File: config.mk
export PLATFORM = sky130hd
export DESIGN_NAME = spm_mux
export DESIGN_NICKNAME = d
export VERILOG_FILES = /design/src/hw/spm_pkg.sv /design/src/hw/spm_arb_if.sv /design/src/hw/spm_mux.sv /design/src/hw/spm_pin_arb.sv
export SDC_FILE = /design/constraint.sdc
export NUM_CORES = 1
export LEC_CHECK = 0
export BUFFER_PORTS_ARGS = -buffer_cell sky130_fd_sc_hd__buf_2
export CORE_MARGIN = 1.5
export CORE_UTILIZATION = 50
export DETAILED_ROUTE_END_ITERATION = 8
export GPL_ROUTABILITY_DRIVEN = 0
export PLACE_DENSITY = 0.75
export SLEW_MARGIN = 25
export SYNTH_ARGS = -nofsm -noshare
export SYNTH_HDL_FRONTEND = slang
export SYNTH_SLANG_ARGS = --single-unit
File: constraint.sdc
create_clock -name CLK -period 2.3 [get_ports CLK]
set_clock_uncertainty 0.05 [all_clocks]
set_input_delay 0.23 -clock CLK [delete_from_list [all_inputs] [get_ports CLK]]
set_output_delay 0.23 -clock CLK [all_outputs]
set_load 0.005 [all_outputs]
File: src/hw/spm_pkg.sv
package spm_pkg;
	// functions that can own a shared pin
	typedef enum logic [2:0] {
		FN_GPIO = 3'h0,
		FN_ANALOG = 3'h1,
		FN_TIMER = 3'h2,
		FN_KEYPAD = 3'h3,
		FN_IRQ = 3'h4,
		FN_RESET = 3'h5,
		FN_TIMER_EXT_CLOCK = 3'h6,
		FN_OSC = 3'h7
	} spm_fn_t;

	localparam int SPM_PINS = 6;
	localparam int SPM_LEVELS = 3;
	localparam int SPM_FN_COUNT = 8;
	localparam int SPM_ANALOG_CHANS = 4;
	localparam int SPM_TIMER_CHANS = 2;
	// pin positions of the single-pin functions
	localparam int SPM_PIN_IRQ = 2;
	localparam int SPM_PIN_RESET = 3;
	localparam int SPM_PIN_OSC_OUT = 4;
	localparam int SPM_PIN_OSC_IN = 5;
	localparam int SPM_PIN_INPUT_ONLY = 2;
	// arbiter answer meaning no claim, pin falls to plain port
	localparam logic [1:0] SPM_PICK_NONE = 2'h3;

	// ranking per pin, index 0 is the highest claimant above plain port
	localparam spm_fn_t SPM_PRIO [SPM_PINS][SPM_LEVELS] = '{
		'{FN_ANALOG, FN_TIMER, FN_KEYPAD},
		'{FN_ANALOG, FN_TIMER, FN_KEYPAD},
		'{FN_IRQ, FN_KEYPAD, FN_TIMER_EXT_CLOCK},
		'{FN_RESET, FN_KEYPAD, FN_GPIO},
		'{FN_OSC, FN_ANALOG, FN_KEYPAD},
		'{FN_OSC, FN_ANALOG, FN_KEYPAD}
	};
endpackage
File: src/hw/spm_arb_if.sv
`timescale 1ns/10ps
// claims of one pin and the rank that wins
interface spm_arb_if;
	logic [2:0] claim;
	logic [1:0] pick;
	modport arb (input claim, output pick);
	modport user (output claim, input pick);
endinterface

File: src/hw/spm_mux.sv
`timescale 1ns/10ps
// Contract
// - after any reset every shared pin is a plain input port, whatever is enabled.
// - pin 0 ranks analog channel 0, timer channel 0, keypad input 0, then plain port.
// - pin 1 ranks analog channel 1, timer channel 1, keypad input 1, then plain port.
// - pin 2 ranks external interrupt, keypad input 2, timer external clock, then plain input.
// - pin 3 ranks the active-low reset input, keypad input 3, then plain port.
// - pin 4 ranks oscillator output, analog channel 2, keypad input 4, then plain port.
// - pin 5 ranks oscillator input, analog channel 3, keypad input 5, then plain port.
// - pin 2 as plain port is input only and is never driven.
// - oscillator output for RC or internal oscillator drives pin 4 only when its enable is 1.
module spm_mux (
	input wire logic CLK,
	input wire logic RESET,
	input wire logic CE,
	input wire logic [5:0] PAD_IN,
	output logic [5:0] PAD_OUT,
	output logic [5:0] PAD_OE,
	input wire logic [3:0] ANALOG_EN,
	input wire logic [1:0] TIMER_EN,
	input wire logic [1:0] TIMER_OUT_EN,
	input wire logic [1:0] TIMER_OUT,
	input wire logic [5:0] KEYPAD_EN,
	input wire logic IRQ_EN,
	input wire logic RESET_PIN_EN,
	input wire logic TIMER_EXT_CLOCK_EN,
	input wire logic OSC_XTAL_MODE,
	input wire logic OSC_OUT_ENABLE,
	input wire logic OSC_CLK_OUT,
	input wire logic OSC_IN_EN,
	input wire logic [5:0] GPIO_DIR,
	input wire logic [5:0] GPIO_OUT,
	output logic [5:0] GPIO_IN,
	output logic [5:0] KEYPAD_IN,
	output logic [3:0] ANALOG_SEL,
	output logic [1:0] TIMER_CHAN_IN,
	output logic TIMER_CLK_IN,
	output logic IRQ_IN_N,
	output logic RESET_PIN_N,
	output logic OSC_IN,
	output logic [17:0] PIN_FUNC
);
	import spm_pkg::*;

	typedef struct packed {
		logic [5:0] sync1;
		logic [5:0] sync2;
		logic live;
		logic [5:0] pad_out;
		logic [5:0] pad_oe;
		logic [5:0] gpio_in;
		logic [5:0] kbd_in;
		logic [3:0] analog_sel;
		logic [1:0] tch_in;
		logic timer_ext_clock;
		logic irq_n;
		logic rst_n;
		logic osc_in;
		logic [5:0][2:0] func;
	} spm_state_t;

	spm_state_t st_q;
	spm_state_t st_d;
	logic osc_out_claim;
	logic [SPM_FN_COUNT-1:0][5:0] en_by_fn;
	spm_fn_t grant [SPM_PINS];

	////////////////////////////////////////////////////////////////////////
	// claims per function and pin
	assign osc_out_claim = OSC_XTAL_MODE | OSC_OUT_ENABLE;
	always_comb begin
		en_by_fn = '0; // plain port never claims, it is the fallback
		en_by_fn[FN_ANALOG] = {ANALOG_EN[3], ANALOG_EN[2], 2'h0, ANALOG_EN[1:0]};
		en_by_fn[FN_TIMER] = {4'h0, TIMER_EN};
		en_by_fn[FN_KEYPAD] = KEYPAD_EN;
		en_by_fn[FN_IRQ][SPM_PIN_IRQ] = IRQ_EN;
		en_by_fn[FN_RESET][SPM_PIN_RESET] = RESET_PIN_EN;
		en_by_fn[FN_TIMER_EXT_CLOCK][SPM_PIN_IRQ] = TIMER_EXT_CLOCK_EN;
		en_by_fn[FN_OSC][SPM_PIN_OSC_OUT] = osc_out_claim;
		en_by_fn[FN_OSC][SPM_PIN_OSC_IN] = OSC_IN_EN;
	end

	////////////////////////////////////////////////////////////////////////
	// one arbiter per pin
	generate
		for (genvar p = 0; p < SPM_PINS; p++) begin : g_pin
			spm_arb_if arb_bus ();
			for (genvar l = 0; l < SPM_LEVELS; l++) begin : g_lvl
				assign arb_bus.claim[l] = en_by_fn[SPM_PRIO[p][l]][p];
			end
			spm_pin_arb u_arb (
				.bus(arb_bus)
			);
			// lowest rank is the plain port
			assign grant[p] = spm_fn_t'((arb_bus.pick == SPM_PICK_NONE) ? FN_GPIO
				: SPM_PRIO[p][arb_bus.pick]);
		end
	endgenerate

	////////////////////////////////////////////////////////////////////////
	// next state: sync, routing, pad drive
	always_comb begin
		st_d = st_q;
		st_d.sync1 = PAD_IN;
		st_d.sync2 = st_q.sync1;
		st_d.live = 1'b1;
		st_d.kbd_in = '0;
		st_d.gpio_in = '0;
		st_d.analog_sel = '0;
		st_d.tch_in = '0;
		st_d.timer_ext_clock = 1'b0;
		st_d.irq_n = 1'b1;
		st_d.rst_n = 1'b1;
		st_d.osc_in = 1'b0;
		st_d.pad_out = '0;
		st_d.pad_oe = '0;
		for (int p = 0; p < SPM_PINS; p++) begin
			// first cycle after reset holds every pin as plain input
			st_d.func[p] = st_q.live ? grant[p] : FN_GPIO;
			case (spm_fn_t'(st_d.func[p]))
				FN_GPIO: begin
					st_d.gpio_in[p] = st_q.sync2[p];
					if (st_q.live && p != SPM_PIN_INPUT_ONLY) begin
						st_d.pad_oe[p] = GPIO_DIR[p];
						st_d.pad_out[p] = GPIO_OUT[p];
					end
				end
				FN_KEYPAD: begin
					st_d.kbd_in[p] = st_q.sync2[p];
				end
				default: begin
				end
			endcase
		end
		// pin-specific functions
		if (st_d.func[0] == FN_TIMER) begin
			st_d.tch_in[0] = st_q.sync2[0];
			st_d.pad_oe[0] = TIMER_OUT_EN[0];
			st_d.pad_out[0] = TIMER_OUT[0];
		end
		if (st_d.func[1] == FN_TIMER) begin
			st_d.tch_in[1] = st_q.sync2[1];
			st_d.pad_oe[1] = TIMER_OUT_EN[1];
			st_d.pad_out[1] = TIMER_OUT[1];
		end
		st_d.analog_sel[0] = (st_d.func[0] == FN_ANALOG);
		st_d.analog_sel[1] = (st_d.func[1] == FN_ANALOG);
		st_d.analog_sel[2] = (st_d.func[4] == FN_ANALOG);
		st_d.analog_sel[3] = (st_d.func[5] == FN_ANALOG);
		if (st_d.func[SPM_PIN_IRQ] == FN_IRQ) begin
			st_d.irq_n = st_q.sync2[SPM_PIN_IRQ];
		end
		if (st_d.func[SPM_PIN_IRQ] == FN_TIMER_EXT_CLOCK) begin
			st_d.timer_ext_clock = st_q.sync2[SPM_PIN_IRQ];
		end
		if (st_d.func[SPM_PIN_RESET] == FN_RESET) begin
			st_d.rst_n = st_q.sync2[SPM_PIN_RESET];
		end
		if (st_d.func[SPM_PIN_OSC_OUT] == FN_OSC) begin
			st_d.pad_oe[SPM_PIN_OSC_OUT] = 1'b1;
			st_d.pad_out[SPM_PIN_OSC_OUT] = OSC_CLK_OUT;
		end
		if (st_d.func[SPM_PIN_OSC_IN] == FN_OSC) begin
			st_d.osc_in = st_q.sync2[SPM_PIN_OSC_IN];
		end
	end

	////////////////////////////////////////////////////////////////////////
	// state register, frozen while CE is low
	always_ff @(posedge CLK or posedge RESET) begin
		if (RESET) begin
			st_q <= '{irq_n: 1'b1, rst_n: 1'b1, default: '0};
		end else if (CE) begin
			st_q <= st_d;
		end
	end

	// outputs straight from the state register
	assign PAD_OUT = st_q.pad_out;
	assign PAD_OE = st_q.pad_oe;
	assign GPIO_IN = st_q.gpio_in;
	assign KEYPAD_IN = st_q.kbd_in;
	assign ANALOG_SEL = st_q.analog_sel;
	assign TIMER_CHAN_IN = st_q.tch_in;
	assign TIMER_CLK_IN = st_q.timer_ext_clock;
	assign IRQ_IN_N = st_q.irq_n;
	assign RESET_PIN_N = st_q.rst_n;
	assign OSC_IN = st_q.osc_in;
	assign PIN_FUNC = st_q.func;
endmodule

File: src/hw/spm_pin_arb.sv
`timescale 1ns/10ps
// fixed-priority pick, bit 0 of claim ranks highest
module spm_pin_arb (
	spm_arb_if.arb bus
);
	import spm_pkg::*;

	// first claim wins, none means plain port
	always_comb begin
		if (bus.claim[0]) begin
			bus.pick = 2'h0;
		end else if (bus.claim[1]) begin
			bus.pick = 2'h1;
		end else if (bus.claim[2]) begin
			bus.pick = 2'h2;
		end else begin
			bus.pick = SPM_PICK_NONE;
		end
	end
endmodule

==> impl_metrics.py <==
metrics = {
    "final_layout": {
        "area_delta_synth_final_pct": 11.2,
        "antennaDiodeCount": 0,
        "nets": 364,
        "final_area_sq_um": 3260,
        "drive_above_1_share": 0.388,
    },
    "cts": {
        "numCtsBuffers": 9,
        "cts_setup_buffers": 0,
        "cts_buffer_depth": 2,
        "clkLatencyLatePin_ns": 0.32,
        "cts_tree": "yes",
        "root_buffer": "clkbuf_8",
        "h-tree-depth": 3,
        "clock-sinks": 61,
        "path_clk_slew_ns": 0.06,
    },
    "worst_setup_path": {
        "end_kind": "flop",
        "critPathMaxFanout": 18,
        "cp.required_ns": 2.51,
        "worstSetupPathType": "flop to flop",
        "worstPathArrival_ns": 1.84,
        "start_kind": "flop",
    },
    "global_routing": {
        "antenna_found_initial": 0,
        "grt_pass1_vias": 1908,
        "grt.total_usage": 0.188,
        "grt-busiest-layer": "met2",
        "grt_use_met1": 0.237,
        "use_met3": 0.0469,
        "gr-usage-met2": 0.303,
        "grt_pass1_wl_um": 9050,
        "grt_max_degree": 38,
        "gr-total-overflow": 0,
    },
    "sta": {
        "setup_ws_ns": 0.671,
        "tightest_slew_ns": 0.552,
        "fin_setup_tns_ns": 0,
        "relSlewSlack": 0.631,
        "hold_viol": 0,
        "rsz0062_at_grt": "no",
        "setup_viol": 0,
        "min_period_over_period": 0.708,
        "slew_violations": 0,
        "min_period_ns": 1.63,
        "fmax_mhz": 614,
    },
    "floorplan": {
        "fp-row-count": 27,
        "die_area_sq_um": 6340,
        "die_h_um": 79.6,
        "die_w_um": 79.6,
        "io_pins": 96,
        "initial_utilization": 0.527,
        "core_sq_um": 5570,
    },
    "synth": {
        "ys_ff_latch": 61,
        "synth_top_cell_area_share": 0.503,
        "yosysSeqAreaShare": 0.521,
        "synth_area_sq_um": 2940,
        "ys_warn_count": 0,
        "syn-instance-count": 271,
        "synthTopCellsByArea": "dfrtp_1 (50%), buf_4 (13%), mux2_2 (5.8%)",
        "syn_area_per_cell_sq_um": 10.8,
        "yosysTopAreaCell": "dfrtp_1",
        "synth.distinct_cells": 38,
    },
    "placed_design": {
        "dp_hpwl_um": 3900,
        "portBuffers": 89,
        "dpl_cell_area_sq_um": 3100,
        "place_ws_ns": 0.648,
    },
    "pwr": {
        "clkPwrFrac": 0.336,
        "irDropWorstVdd_uv": 372,
        "leakage_uw": 0.00159,
        "p_int_uw": 1700,
        "pwr-share-seq": 0.532,
        "power_switching_uw": 587,
        "swShare": 0.256,
        "powerDensity_nw_per_um2": 702,
        "combPwrFrac": 0.132,
    },
    "flow_run": {
        "maxCapViolations": 0,
    },
    "drt": {
        "ant_nets": 0,
        "vias": 2026,
        "drtIter0Drc": 72,
        "viasPerCell": 5.10,
        "first_pass_iters": 4,
        "drt-total-wl_um": 5570,
        "wl_per_cell_um": 14.0,
        "drc": 0,
    },
    "min_path": {
        "hold_path_class": "input pin to flop",
    },
    "outcome": {
        "status": "finished, final reports clean",
    },
}
-- layout by cell type (no fill, tap or decap), types with 5 or more instances in the layout --
cell       netlist  routed
mux2_2          15      15
inv_1           21      20
dfrtp_1         59      59
nor2_1           9       9
o211ai_1         6       6
buf_2            8      89
o21ai_0         19      19
nand2_1         12      12
o2bb2ai_1       12      12
clkbuf_1         1       5
a32o_1           5       5
nand4_1          6       6
a21oi_1          6       6
nor2b_1          5       5
clkbuf_8         0       9
-- flip-flops by register name, summed over array words and instances, names as in the netlist --
signal         flops
PAD_OE             5
PAD_OUT            5
st_d               6
GPIO_IN            6
OSC_IN             1
PIN_FUNC          16
KEYPAD_IN          6
ANALOG_SEL         4
RESET_PIN_N        1
st_q               7
TIMER_CHAN_IN      2
TIMER_CLK_IN       1
IRQ_IN_N           1
-- metrics by stage --
step	instances	power, uW	hold slack, ns	util
2_1_floorplan	274	1470	0.313	-
3_3_place_gp	380	1530	0.258	0.556
3_5_place_dp	380	1540	0.269	0.556
4_1_cts	397	2320	0.0612	0.586
5_1_grt	397	2420	0.0661	0.586
6_report	397	2290	0.0750	0.586
-- worst paths after layout --
check,start,endpoint,slack [ns],cells after the start
max in group asynchronous,RESET,GPIO_IN[2],1.16,4
worst min-delay path,GPIO_OUT[5],PAD_OUT[5],0.07,2
worst max register to register,st_q[52],PAD_OE[5],0.67,3
min in group asynchronous,RESET,PIN_FUNC[9],0.45,3
worst max-delay path,st_q[52],PAD_OE[5],0.67,3
worst min register to register,PAD_OE[4],PAD_OE[4],0.44,1
-- synthesized netlist by cell type --
cell       number
buf_2           8
mux2_2         15
nand4_1         6
a32oi_1         4
buf_6           1
dfrtp_1        59
nand3_1         3
nor4b_1         2
o311ai_0        1
inv_2           1
and2b_1         2
nor2_1          9
nor2b_1         5
a32o_1          5
a21oi_1         6
o21a_1          2
and3_1          1
clkbuf_1        1
a22o_1          3
a21boi_0        2
nand3b_1        1
o31a_1          1
and2_1          1
o32a_1          1
conb_1          1
or2_2           1
o2bb2ai_1      12
inv_1          21
o21ai_0        19
nor4_2          1
o211ai_1        6
nor3_1          1
dfstp_2         2
or3b_1          1
buf_4          50
nand2_1        12
a31oi_1         1
o31ai_1         3
-- power by group through the flow --
stage | Clock [uW] | Sequential [uW] | Combinational, uW
2_1_floorplan | 0 | 1230 | 247
3_3_place_gp | 0 | 1230 | 297
3_5_place_dp | 0 | 1240 | 306
4_1_cts | 794 | 1220 | 308
5_1_grt | 845 | 1230 | 341
6_report | 770 | 1220 | 302
-- critical path, stage by stage (launching register included) --
cell and delay [ns]:
dfrtp_1 0.68, nand2_1 0.38, nor4_2 0.27, a22o_1 0.18
-- per-layer routing --
metal	wire length (um)	up-vias
met2	2660	58
li1	-	992
met3	332	10
met4	91	0
met1	2490	966
met5	0	-
-- area by class of cell --
cell class              count  area [sq um]
clock buffers              14           143
clock inverters             2          10.0
fillers                   520          2310
inverters                  22          82.6
multi-input cells         131           905
flip-flops and latches     61          1530
well taps                  72          90.1
repair buffers             95           505
-- kinds of logic after synthesis --
group | count (synthesis) | synth area share
flip-flops | 61 | 0.521
other | 1 | 0.00128
multiplexers | 15 | 0.0575
AO/OA/AOI/OAI | 66 | 0.161
AND/OR/NAND/NOR | 46 | 0.0844
buffers and inverters | 82 | 0.175
-- repair_timing --
item,in CTS,in global routing
hold endpoints to repair,22,0
hold buffers,1,0
resized for setup,0,0
endpoints found under the setup margin,0,0
Power figures use the tool's default switching activity.
